[config.mk]
export PLATFORM = sky130hd
export DESIGN_NAME = bsc_dev_end_flat
export DESIGN_NICKNAME = d
export VERILOG_FILES = /design/src/bsc_pkg.sv /design/src/bsc_link_if.sv /design/src/bsc_dev_end.sv /design/src/flat_wrapper.sv
export VERILOG_INCLUDE_DIRS = /design/src
export SDC_FILE = /design/constraint.sdc
export NUM_CORES = 1
export LEC_CHECK = 0
export BUFFER_PORTS_ARGS = -buffer_cell sky130_fd_sc_hd__buf_2
export CORE_AREA = 8 8 203 205
export CTS_BUF_LIST = sky130_fd_sc_hd__clkbuf_8
export CTS_CLUSTER_SIZE = 30
export DETAILED_ROUTE_END_ITERATION = 12
export DIE_AREA = 0 0 211 213
export HOLD_SLACK_MARGIN = 0.03
export PLACE_DENSITY = 0.71
export SYNTH_ARGS = -nofsm -noshare
export SYNTH_HDL_FRONTEND = slang
export SYNTH_SLANG_ARGS = --single-unit
[constraint.sdc]
create_clock -name clk -period 1.5 [get_ports clk]
set_input_delay 0.3 -clock clk [delete_from_list [all_inputs] [get_ports clk]]
set_output_delay 0.3 -clock clk [all_outputs]
set_load 0.03 [all_outputs]
[src/bsc_params.svh]
// bsc_params.svh - chain positions, reset values and timing counts
`ifndef BSC_PARAMS_SVH
`define BSC_PARAMS_SVH

// ------------------------------------------------------------
// chain geometry
// ------------------------------------------------------------
`define BSC_LEN          141
`define BSC_POS_IDLE     140
`define BSC_POS_CMP      136
`define BSC_POS_RSV_A    135
`define BSC_POS_RSV_B    132
`define BSC_POS_BGIN     131
`define BSC_POS_CONVERTER_ENABLE    130
`define BSC_POS_DAC_HI   128
`define BSC_POS_DAC_LO   119
`define BSC_POS_BYPASS   118
`define BSC_POS_GND      115
`define BSC_POS_HOLD     114
`define BSC_POS_CHAN_HI  112
`define BSC_POS_CHAN_LO  105
`define BSC_POS_NEG_HI   104
`define BSC_POS_NEG_LO   102
`define BSC_POS_PASS     101
`define BSC_POS_LATCH_PRECHARGE_N    100
// data cell of pin zero of ports B, D, C; port C pin six; port A pin seven
`define BSC_BASE_PB      96
`define BSC_BASE_PD      61
`define BSC_BASE_PC      37
`define BSC_BASE_PC6     31
`define BSC_BASE_PA7     23

// ------------------------------------------------------------
// values
// ------------------------------------------------------------
`define BSC_DAC_MID      10'h200
`define BSC_UPD_RST      ((141'h1 << 118) | (141'h1 << 114) | \
                          (141'h1 << 105) | (141'h1 << 101) | \
                          (141'h1 << 100))

// ------------------------------------------------------------
// timing
// ------------------------------------------------------------
`define BSC_CLK_NS       8
`define BSC_SETTLE_NS    200
`define BSC_SETTLE_CYC   ((`BSC_SETTLE_NS + `BSC_CLK_NS - 1) / `BSC_CLK_NS)
`define BSC_TCK_HALF     8
`define BSC_DUMMY_CMPS   10
`define BSC_CMP_CYC      4

`endif

[src/bsc_pkg.sv]
// bsc_pkg.sv - shared types of the scan chain ends
package bsc_pkg;
   // pins of ports a, b, c, d in index order 0..3
   typedef logic [3:0][7:0] bsc_pins_t;
   // one full chain image
   typedef logic [140:0]    bsc_vec_t;
endpackage
[src/bsc_link_if.sv]
// bsc_link_if.sv - scan link between test controller and device
`timescale 1ns/1ps
`default_nettype none
interface bsc_link_if;
   logic tck;        // test clock, made by the host
   logic tdi;        // serial data into the chain
   logic tdo;        // serial data out of the chain
   logic shift_en;   // shift on next tck rise
   logic capture_en; // capture on next tck rise
   logic update_en;  // update on next tck rise
   logic extest;     // cells drive the device when high
   modport host (output tck, output tdi, output shift_en,
                 output capture_en, output update_en, output extest,
                 input tdo);
   modport dev  (input tck, input tdi, input shift_en,
                 input capture_en, input update_en, input extest,
                 output tdo);
endinterface
`default_nettype wire

[src/bsc_dev_end.sv]
// bsc_dev_end.sv - device end: boundary chain with converter cells
`timescale 1ns/1ps
`default_nettype none
`include "bsc_params.svh"

module bsc_dev_end
   import bsc_pkg::*;
(
   input  wire logic      clk,             // system clock
   input  wire logic      arst_n,          // async reset, low
   bsc_link_if.dev        link,            // scan link
   input  wire bsc_vec_t  obs_in,          // observed cell values
   input  wire bsc_pins_t pin_in,          // pin levels
   input  wire bsc_pins_t cpu_pin_out,     // functional pin data
   input  wire bsc_pins_t cpu_pin_oe,      // functional direction
   input  wire bsc_pins_t cpu_pin_pull,    // functional pull-up
   input  wire logic      cpu_conv_enable, // functional enable
   input  wire logic      cmp_raw,         // analog comparator
   output bsc_pins_t      pin_out,         // pin data
   output bsc_pins_t      pin_oe,          // pin drive enable
   output bsc_pins_t      pin_pull,        // pin pull-up enable
   output bsc_vec_t       cell_q,          // update register
   output logic           conv_enable,     // converter enable
   output logic [9:0]     dac_value,       // comparison value
   output logic [7:0]     channel_select,  // channel select
   output logic [2:0]     neg_input_select,// negative select
   output logic           sample_hold,     // high holds
   output logic           latch_precharge_n,// precharge, low
   output logic           conv_busy,       // dummy conversion
   output logic           cmp_latch        // comparator latch
);

   // ---------------------------------------------------------
   // link synchroniser
   // ---------------------------------------------------------
   logic [5:0] ln_s1_q;    // first stage
   logic [5:0] ln_s2_q;    // second stage
   logic       tck_s3_q;   // edge finder
   logic       tck_rise;   // tck rose
   logic       tck_fall;   // tck fell
   logic       tdi_s;      // synced data in
   logic       shift_s;    // synced shift
   logic       cap_s;      // synced capture
   logic       upd_s;      // synced update
   logic       extest_s;   // synced mode

   // two flops on every link input
   always_ff @(posedge clk or negedge arst_n) begin
      if (!arst_n) begin
         ln_s1_q  <= 6'h00;
         ln_s2_q  <= 6'h00;
         tck_s3_q <= 1'b0;
      end else begin
         ln_s1_q  <= {link.tck, link.tdi, link.shift_en,
                      link.capture_en, link.update_en, link.extest};
         ln_s2_q  <= ln_s1_q;
         tck_s3_q <= ln_s2_q[5];
      end
   end

   assign tck_rise = ln_s2_q[5] & ~tck_s3_q;
   assign tck_fall = ~ln_s2_q[5] & tck_s3_q;
   assign tdi_s    = ln_s2_q[4];
   assign shift_s  = ln_s2_q[3];
   assign cap_s    = ln_s2_q[2];
   assign upd_s    = ln_s2_q[1];
   assign extest_s = ln_s2_q[0];

   // ---------------------------------------------------------
   // pin cell map
   // ---------------------------------------------------------
   // data cell of a pin; port index a=0 b=1 c=2 d=3
   function automatic int pin_pos(input int p, input int b);
      int r;
      r = 0;
      case (p)
         0: r = `BSC_BASE_PA7 - 3 * (7 - b);
         1: r = `BSC_BASE_PB - 3 * b;
         2: r = (b < 2) ? `BSC_BASE_PC - 3 * b
                        : `BSC_BASE_PC6 - 3 * (b - 6);
         default: r = `BSC_BASE_PD - 3 * b;
      endcase
      return r;
   endfunction

   // port c bits two to five carry the tap pins
   function automatic logic has_cell(input int p, input int b);
      return !(p == 2 && b >= 2 && b <= 5);
   endfunction

   // ---------------------------------------------------------
   // comparator latch
   // ---------------------------------------------------------
   logic [32:0] in_s1_q; // first stage: pins, comparator
   logic [32:0] in_s2_q; // second stage: pins, comparator
   logic cmp_latch_q;  // resolved comparator
   logic latch_precharge_n_rel_q;  // latch already resolved
   logic latch_precharge_n_n;      // effective precharge

   assign latch_precharge_n_n = extest_s ? cell_q[`BSC_POS_LATCH_PRECHARGE_N] : 1'b1;

   // two flops on pin levels and the analog comparator
   always_ff @(posedge clk or negedge arst_n) begin
      if (!arst_n) begin
         in_s1_q <= 33'h0;
         in_s2_q <= 33'h0;
      end else begin
         in_s1_q <= {pin_in, cmp_raw};
         in_s2_q <= in_s1_q;
      end
   end

   // precharge clears, release resolves once
   always_ff @(posedge clk or negedge arst_n) begin
      if (!arst_n) begin
         cmp_latch_q <= 1'b0;
         latch_precharge_n_rel_q <= 1'b1;
      end else if (!latch_precharge_n_n) begin
         cmp_latch_q <= 1'b0;
         latch_precharge_n_rel_q <= 1'b0;
      end else if (!latch_precharge_n_rel_q) begin
         cmp_latch_q <= in_s2_q[0];
         latch_precharge_n_rel_q <= 1'b1;
      end
   end

   assign cmp_latch = cmp_latch_q;

   // ---------------------------------------------------------
   // capture image
   // ---------------------------------------------------------
   bsc_vec_t cap_vec;  // value loaded at capture

   // observed values, pin levels and comparator
   always_comb begin
      cap_vec = obs_in;
      cap_vec[`BSC_POS_CMP] = in_s2_q[0];
      for (int p = 0; p < 4; p++) begin
         for (int b = 0; b < 8; b++) begin
            if (has_cell(p, b)) begin
               cap_vec[pin_pos(p, b)] = in_s2_q[8 * p + b + 1];
            end
         end
      end
   end

   // ---------------------------------------------------------
   // shift and update registers
   // ---------------------------------------------------------
   bsc_vec_t sr_q;     // shift stage
   logic     tdo_q;    // serial out

   // capture or shift on tck rise, cell zero nearest tdo
   always_ff @(posedge clk or negedge arst_n) begin
      if (!arst_n) begin
         sr_q <= '0;
      end else if (tck_rise && cap_s) begin
         sr_q <= cap_vec;
      end else if (tck_rise && shift_s) begin
         sr_q <= {tdi_s, sr_q[140:1]};
      end
   end

   // tdo changes on tck fall, stable at next rise
   always_ff @(posedge clk or negedge arst_n) begin
      if (!arst_n) begin
         tdo_q <= 1'b0;
      end else if (tck_fall) begin
         tdo_q <= sr_q[0];
      end
   end

   assign link.tdo = tdo_q;

   // all cells update at once
   always_ff @(posedge clk or negedge arst_n) begin
      if (!arst_n) begin
         cell_q <= `BSC_UPD_RST;
      end else if (tck_rise && upd_s) begin
         cell_q <= sr_q;
      end
   end

   // ---------------------------------------------------------
   // converter controls
   // ---------------------------------------------------------
   // converter field slices of the update register; enable, hold and precharge come from cells only in extest
   always_comb begin
      conv_enable      = extest_s ? cell_q[`BSC_POS_CONVERTER_ENABLE]
                                  : cpu_conv_enable;
      dac_value        = cell_q[`BSC_POS_DAC_HI:`BSC_POS_DAC_LO];
      channel_select   = cell_q[`BSC_POS_CHAN_HI:`BSC_POS_CHAN_LO];
      neg_input_select = cell_q[`BSC_POS_NEG_HI:`BSC_POS_NEG_LO];
      sample_hold      = extest_s ? cell_q[`BSC_POS_HOLD] : 1'b1;
      latch_precharge_n = latch_precharge_n_n;
   end

   // ---------------------------------------------------------
   // dummy conversion
   // ---------------------------------------------------------
   logic       en_prev_q;   // enable one cycle ago
   logic [3:0] cmp_left_q;  // comparisons remaining
   logic [2:0] sub_q;       // cycles inside a comparison

   // ten comparisons after enable rises in normal mode
   always_ff @(posedge clk or negedge arst_n) begin
      if (!arst_n) begin
         en_prev_q  <= 1'b0;
         cmp_left_q <= 4'h0;
         sub_q      <= 3'h0;
      end else begin
         en_prev_q <= cpu_conv_enable;
         if (!extest_s && cpu_conv_enable && !en_prev_q) begin
            cmp_left_q <= 4'(`BSC_DUMMY_CMPS);
            sub_q      <= 3'h0;
         end else if (!cpu_conv_enable) begin
            cmp_left_q <= 4'h0;                       // disable aborts
         end else if (cmp_left_q != 4'h0) begin
            if (sub_q == 3'(`BSC_CMP_CYC - 1)) begin
               sub_q      <= 3'h0;
               cmp_left_q <= cmp_left_q - 4'h1;
            end else begin
               sub_q <= sub_q + 3'h1;
            end
         end
      end
   end

   assign conv_busy = (cmp_left_q != 4'h0);

   // ---------------------------------------------------------
   // pin drivers
   // ---------------------------------------------------------
   // extest drives from cells, else functional values; tap pins held at zero
   always_comb begin
      pin_out  = cpu_pin_out;
      pin_oe   = cpu_pin_oe;
      pin_pull = cpu_pin_pull;
      for (int p = 0; p < 4; p++) begin
         for (int b = 0; b < 8; b++) begin
            if (!has_cell(p, b)) begin
               pin_out[p][b]  = 1'b0;
               pin_oe[p][b]   = 1'b0;
               pin_pull[p][b] = 1'b0;
            end else if (extest_s) begin
               pin_out[p][b]  = cell_q[pin_pos(p, b)];
               pin_oe[p][b]   = cell_q[pin_pos(p, b) - 1];
               pin_pull[p][b] = cell_q[pin_pos(p, b) - 2];
            end
         end
      end
   end

endmodule // bsc_dev_end
`default_nettype wire

[src/flat_wrapper.sv]
// flat-port wrapper written by rule: the top's interface ports become plain ports
module bsc_dev_end_flat import bsc_pkg::*;
  (clk, arst_n, obs_in, pin_in, cpu_pin_out, cpu_pin_oe, cpu_pin_pull, cpu_conv_enable, cmp_raw, pin_out, pin_oe, pin_pull, cell_q, conv_enable, dac_value, channel_select, neg_input_select, sample_hold, latch_precharge_n, conv_busy, cmp_latch, link_tck, link_tdi, link_shift_en, link_capture_en, link_update_en, link_extest, link_tdo);
  bsc_link_if link_i ();
  input  wire logic clk;
  input  wire logic arst_n;
  input  wire bsc_vec_t obs_in;
  input  wire bsc_pins_t pin_in;
  input  wire bsc_pins_t cpu_pin_out;
  input  wire bsc_pins_t cpu_pin_oe;
  input  wire bsc_pins_t cpu_pin_pull;
  input  wire logic cpu_conv_enable;
  input  wire logic cmp_raw;
  output bsc_pins_t pin_out;
  output bsc_pins_t pin_oe;
  output bsc_pins_t pin_pull;
  output bsc_vec_t cell_q;
  output logic conv_enable;
  output logic [9:0] dac_value;
  output logic [7:0] channel_select;
  output logic [2:0] neg_input_select;
  output logic sample_hold;
  output logic latch_precharge_n;
  output logic conv_busy;
  output logic cmp_latch;
  input wire logic [$bits(link_i.tck)-1:0] link_tck;
  input wire logic [$bits(link_i.tdi)-1:0] link_tdi;
  input wire logic [$bits(link_i.shift_en)-1:0] link_shift_en;
  input wire logic [$bits(link_i.capture_en)-1:0] link_capture_en;
  input wire logic [$bits(link_i.update_en)-1:0] link_update_en;
  input wire logic [$bits(link_i.extest)-1:0] link_extest;
  output wire logic [$bits(link_i.tdo)-1:0] link_tdo;
  assign link_i.tck = link_tck;
  assign link_i.tdi = link_tdi;
  assign link_i.shift_en = link_shift_en;
  assign link_i.capture_en = link_capture_en;
  assign link_i.update_en = link_update_en;
  assign link_i.extest = link_extest;
  assign link_tdo = link_i.tdo;
  bsc_dev_end u_core (.clk(clk), .arst_n(arst_n), .link(link_i), .obs_in(obs_in), .pin_in(pin_in), .cpu_pin_out(cpu_pin_out), .cpu_pin_oe(cpu_pin_oe), .cpu_pin_pull(cpu_pin_pull), .cpu_conv_enable(cpu_conv_enable), .cmp_raw(cmp_raw), .pin_out(pin_out), .pin_oe(pin_oe), .pin_pull(pin_pull), .cell_q(cell_q), .conv_enable(conv_enable), .dac_value(dac_value), .channel_select(channel_select), .neg_input_select(neg_input_select), .sample_hold(sample_hold), .latch_precharge_n(latch_precharge_n), .conv_busy(conv_busy), .cmp_latch(cmp_latch));
endmodule
==> results.cfg, run 1 <==
[clocking]
clk_latency_ns = 0.65
clk_pin_slew_worst_paths_ns = 0.06
root_buffer = clkbuf_8
cts-buffers-inserted = 59
cts-htree-levels = 2
cts_tree = yes
clkSinkCount = 364
clock_path_buffers = 3

[detailed_routing]
first_iter_violations = 529
wl_per_cell_um = 23.5
drc = 0
vias_per_cell = 5.02
ant_nets = 0
first_pass_iters = 4
wirelength_mm = 55.0
vias = 11800

[sta]
setup_violations = 480
fin_skew_ns = 0.0312
whs_ns = 0.148
rsz0062_at_grt = yes
layout_min_cycle_time_ns = 2.28
maxSlewViolCount = 0
setup_tns_ns = -130.26
fmax_ghz = 0.439
setup_slack_ns = -0.776
hold_viol_final = 0
period_share_pct = 152

[power]
p_sw_uw = 18500
p_sw_share_pct = 38.0
internal_power_uw = 30200
p_comb_share_pct = 45.5
ir_worst_vdd_mv = 1.52
p_seq_share_pct = 36.1
p_clk_share_pct = 18.4
p_leak_uw = 0.0125
powerDensity_nw_per_um2 = 1950

[synth]
synthXorXnorAreaFrac_pct = 0
synth-compound-area-share_pct = 0.861
synth_seq_cells = 364
ys_async_sr_fraction_pct = 100
synth_cells = 1015
synth_area_um2 = 15700
synth_mux_area_share_pct = 36.1
synth_top_family_by_area = multiplexers
synthAdderAreaFrac_pct = 0.159
yosys_warnings = 0
synthSimpleGateAreaFrac_pct = 0.885
syn_avg_cell_area_um2 = 15.5
synth-edff-count = 0
ys_types = 36
ys.flop_type = dfrtp_1
synth.yosys.seq_area_share_pct = 58.1

[worst_setup_path]
crit_buf_inv = 2
path_class = reg2out
critPathCaptureType = output port
crit_chain = buf_16, mux2_2, buf_2
cp_max_fo = 44
worst_ep_arrival_time_ns = 1.98
required_ns = 1.20
cp-start-kind = register
crit_path_max_incr_delay_ns = 0.47
critPathSlowestCell = dfrtp_4
crit_family = flip-flops

[final_layout]
fin_area_um2 = 25000
final_util_pct = 65.6
nNetsFinal = 2056
final_common_cell = dfrtp_1
layout_common_cells = 357 x dfrtp_1, 289 x mux2_2, 266 x buf_2
area_growth_pct = 59.3
drive_gt1_share_pct = 67.9

[floorplan]
core_um2 = 38100
dieHeight_um = 213
die_x_um = 211
io_pins = 543
start_util_pct = 41.2
rows = 72
die_area_um2 = 44900

[grt]
antenna_found_initial = 3
grt_max_degree = 45
grt_usage_pct = 19.3
grt_pass1_vias = 12400
grt-ovfl-total = 0
grt_pass1_wl_mm = 69.0

[place]
dp_hpwl_mm = 30.6
dp_slack_ns = -0.198
place_congestion = 0.851
portBuffers = 485
dpl-instance-area_um2 = 19300

[status]
violations = setup timing
outcome = finished with violations

[min_path]
hp-class = in2reg

[job]
maxCapViolCount = 0
## worst paths after layout
| kind | endpoint | slack [ns] | cells past startpoint | start |
|---|---|---|---|---|
| worst max-delay path | pin_out[9] | -0.78 | 3 | u_core.ln_s2_q[0] |
| worst min-delay path | u_core.cmp_left_q[1] | 0.15 | 3 | cpu_conv_enable |
| worst max register to register | u_core.sr_q[111] | -0.48 | 6 | u_core.tck_s3_q |
| worst min register to register | u_core.ln_s2_q[5] | 0.34 | 0 | u_core.ln_s1_q[5] |
| max in group asynchronous | u_core.cell_q[100] | 0.66 | 3 | arst_n |
| min in group asynchronous | u_core.cell_q[80] | 0.17 | 2 | arst_n |
## final cells by class
| class | instances | area, µm² |
|---|---|---|
| Fill cell | 2531 | 13100 |
| Sequential cell | 364 | 9120 |
| Timing Repair Buffer | 777 | 7080 |
| Multi-Input combinational cell | 564 | 6870 |
| Clock buffer | 79 | 1090 |
| Tap cell | 518 | 648 |
| Clock inverter | 30 | 159 |
| Inverter | 9 | 36.3 |
| Antenna cell | 4 | 10.0 |
## registers in the layout (all words and copies together), names as in the netlist
name / count
u_core.cell_q: 141
u_core.in_s2_q: 29
u_core.sr_q: 141
u_core.en_prev_q: 1
u_core.in_s1_q: 29
u_core.tck_s3_q: 1
u_core.ln_s1_q: 6
u_core.cmp_latch: 1
u_core.ln_s2_q: 6
u_core.link.tdo: 1
u_core.sub_q: 3
u_core.cmp_left_q: 4
u_core.latch_precharge_n_rel_q: 1
## power by group through the flow
stage	sequential, µW	clock, µW	combinational, µW
floorplan	19700	0	8110
global placement	16700	0	16100
detailed placement	16900	0	16400
CTS	16800	9090	17300
global route	18000	9630	23100
finish	17600	8960	22200
## Yosys cell counts, types with 5 or more instances
| library cell | instances | share of area, % |
|---|---|---|
| clkbuf_1 | 14 | 0.33 |
| dfstp_2 | 6 | 1.0 |
| mux2_2 | 391 | 28 |
| buf_2 | 15 | 0.48 |
| dfrtp_1 | 358 | 57 |
| buf_4 | 51 | 2.4 |
| buf_1 | 5 | 0.12 |
| nand2_1 | 5 | 0.12 |
| inv_1 | 9 | 0.22 |
| mux2_1 | 109 | 7.8 |
| o21ai_0 | 8 | 0.26 |
## per-layer routing
| layer | GRT usage, % | vias up | part of all wire (%) |
|---|---|---|---|
| li1 | - | 5126 | - |
| met1 | 22.6 | 6008 | 39 |
| met2 | 33.7 | 521 | 52 |
| met3 | 4.62 | 120 | 6.2 |
| met4 | 7.92 | 0 | 3.3 |
| met5 | 0 | - | 0 |
## worst reg2reg max path, cell delays in order (launching register included)
cell	delay (ns)
dfrtp_1	0.39
nand3b_1	0.33
buf_6	0.24
clkbuf_16	0.19
buf_8	0.16
mux2_4	0.30
mux2_2	0.27
## per-stage QoR
| step | total power (µW) | std cells |
|---|---|---|
| 2_1_floorplan | 27800 | 1026 |
| 4_1_cts | 43200 | 2289 |
| 5_1_grt | 50700 | 2344 |
| 6_report | 48700 | 2345 |
| 3_3_place_gp | 32800 | 2026 |
| 3_5_place_dp | 33200 | 2026 |
## what timing repair did
item | CTS | global route
hold endpoints to repair | 513 | 0
hold buffers | 150 | 0
pin swaps | 1 | 12
resized for setup | 93 | 692
gates cloned | 0 | 24
setup buffers | 4 | 31
setup endpoints to repair | 393 | 408
## logic make-up (layout without fill, tap and decap cells)
logic type      after synthesis  in the layout
other cells                   1             16
simple gates                 24             24
fa+ha+maj                     2              2
buf+inv                      98            895
flops                       364            364
compound gates               22             22
mux                         504            504
No activity file was read; power rests on OpenSTA's default activity.
==> run 2, diff against run 1 <==
CELL_PAD_IN_SITES_DETAIL_PLACEMENT = 1   (was default)
CELL_PAD_IN_SITES_GLOBAL_PLACEMENT = 1   (was default)
CORE_AREA = 2 2 213 215   (was 8 8 203 205)
DIE_AREA = 0 0 215 217   (was 0 0 211 213)
PLACE_DENSITY = default   (was 0.71)
PLACE_DENSITY_LB_ADDON = 0.1   (was default)
==> run 2 against run 1 <==
Effect of this change:
- the flow still finishes with violations (setup timing)
- core utilization decreased by 11 points
- combinational power about the same
- cell area decreased by 1.6%
- clock skew decreased by 0.012 ns
- first-iteration DRC count decreased by 39%
- final cell count increased by 1.5%
- via count decreased by 5.7%
- largest power group unchanged
==> results.cfg, run 2 (synthesized netlist as in run 1, its figures left out) <==
[sta]
rsz0062_at_grt = yes
maxSlewViolCount = 0
setup_slack_ns = -0.678
fmax_ghz = 0.459
fin_skew_ns = 0.0192
setup_violations = 248
period_share_pct = 145
hold_viol_final = 0
layout_min_cycle_time_ns = 2.18

[clocking]
clk_pin_slew_worst_paths_ns = 0.06
clock_path_buffers = 3
clkSinkCount = 364
root_buffer = clkbuf_8
clk_latency_ns = 0.60
cts-buffers-inserted = 66
cts_tree = yes
cts-htree-levels = 3

[power]
ir_worst_vdd_mv = 1.28
p_leak_uw = 0.0123
finalPower_uw = 48100
powerDensity_nw_per_um2 = 1960

[min_path]
hp-class = in2reg

[floorplan]
rows = 78
io_pins = 543
start_util_pct = 35.1
die_x_um = 215
die_area_um2 = 46700
dieHeight_um = 217
core_um2 = 44700

[worst_setup_path]
critPathCaptureType = output port
cp-start-kind = register
crit_chain = buf_12, mux2_2, buf_4
cp_max_fo = 29
worst_ep_arrival_time_ns = 1.88
crit_path_max_incr_delay_ns = 0.48
path_class = reg2out
critPathSlowestCell = dfrtp_4
required_ns = 1.20

[place]
place_congestion = 0.742
dp_slack_ns = -0.215
dp.cells = 2101
portBuffers = 485
dp_hpwl_mm = 31.1

[final_layout]
reg_top3 = u_core.cell_q (141), u_core.sr_q (141)
drive_gt1_share_pct = 69.1
area_growth_pct = 56.7
nNetsFinal = 2013
instances_no_fill = 2380
layout_common_cells = 351 x dfrtp_1, 274 x buf_2, 266 x mux2_2
nFillCells = 4445
final_common_cell = dfrtp_1

[detailed_routing]
vias = 11100
wirelength_mm = 48.6
first_pass_iters = 4
wl_per_cell_um = 20.4
first_iter_violations = 323
ant_nets = 0
vias_per_cell = 4.67
drc = 0

[grt]
grt_max_degree = 51
grt-ovfl-total = 0
grt_pass1_wl_mm = 74.7
met1_usage_pct = 25.2
grt_pass1_vias = 12600
grtUsageMet3_pct = 4.32
busiest_layer = met2
antenna_found_initial = 2
grtUsageMet2_pct = 35.9
grt_usage_pct = 20.5

[status]
outcome = finished with violations
violations = setup timing

[job]
maxCapViolCount = 0
[run 2: cell types whose count changed in the layout (fill, tap and decap cells not counted), moves of 11 or more]
cell           change
buf_4             -11
mux2_2            -23
clkbuf_16         -16
dlygate4sd3_1     -40
buf_6             +15
mux2_4            +24
inv_1             +13
[run 2: metrics by stage]
stage / setup TNS, ns / area, µm² / hold slack (ns) / util [%]
after CTS: -106.40 / 24200 / 0.0300 / 54.2
after global placement: -24.05 / 19300 / 0.234 / 43.3
after detailed placement: -26.11 / 19300 / 0.226 / 43.3
final: -90.27 / 24600 / 0.0799 / 55.0
after floorplan: -7.82 / 15800 / 0.00441 / -
after global routing: -105.60 / 24600 / 0.0513 / 55.0
[run 2: where the power goes]
part	switching, µW	total (µW)	internal [µW]
logic	10100	22000	11800
registers	3610	17400	13700
clock network	4060	8790	4720
[run 2: path summary, 6_finish.rpt]
check,start,endpoint,slack [ns],cells after the start
max,u_core.ln_s2_q[0],pin_pull[14],-0.68,3
min,obs_in[126],u_core.sr_q[126],0.08,3
max reg2reg,u_core.tck_s3_q,u_core.sr_q[34],-0.36,7
min reg2reg,u_core.in_s1_q[9],u_core.in_s2_q[9],0.34,0
max in group asynchronous,arst_n,u_core.cell_q[93],0.58,3
min in group asynchronous,arst_n,u_core.cell_q[34],0.21,2
[run 2: per-layer routing]
metal  vias to the layer above  routed length, µm
li1                       5018                  -
met3                        62               2420
met2                       314              24900
met5                         -                 14
met1                      5713              20300
met4                         2                995
[run 2: timing repair]
item,4_1_cts,5_1_grt
gates resized for setup,583,115
endpoints found under the hold margin,450,0
setup buffers,28,23
endpoints found under the setup margin,391,420
pin swaps,4,11
hold buffers,110,0
cloned,15,5
[run 2: cell type report]
| type | count | area, µm² | area share [%] |
|---|---|---|---|
| Tap cell | 600 | 751 | 3.05 |
| Sequential cell | 364 | 9130 | 37.1 |
| Clock buffer | 79 | 1090 | 4.42 |
| Multi-Input combinational cell | 564 | 6990 | 28.4 |
| Antenna cell | 2 | 5.00 | 0.0203 |
| Inverter | 9 | 36.3 | 0.148 |
| Clock inverter | 35 | 135 | 0.549 |
| Timing Repair Buffer | 727 | 6470 | 26.3 |
[run 2: critical path, delay by kind of cell (launching register included)]
kind / cells / cell delay, ns
flops: 1 / 0.48
buf+inv: 2 / 0.38
mux: 1 / 0.37
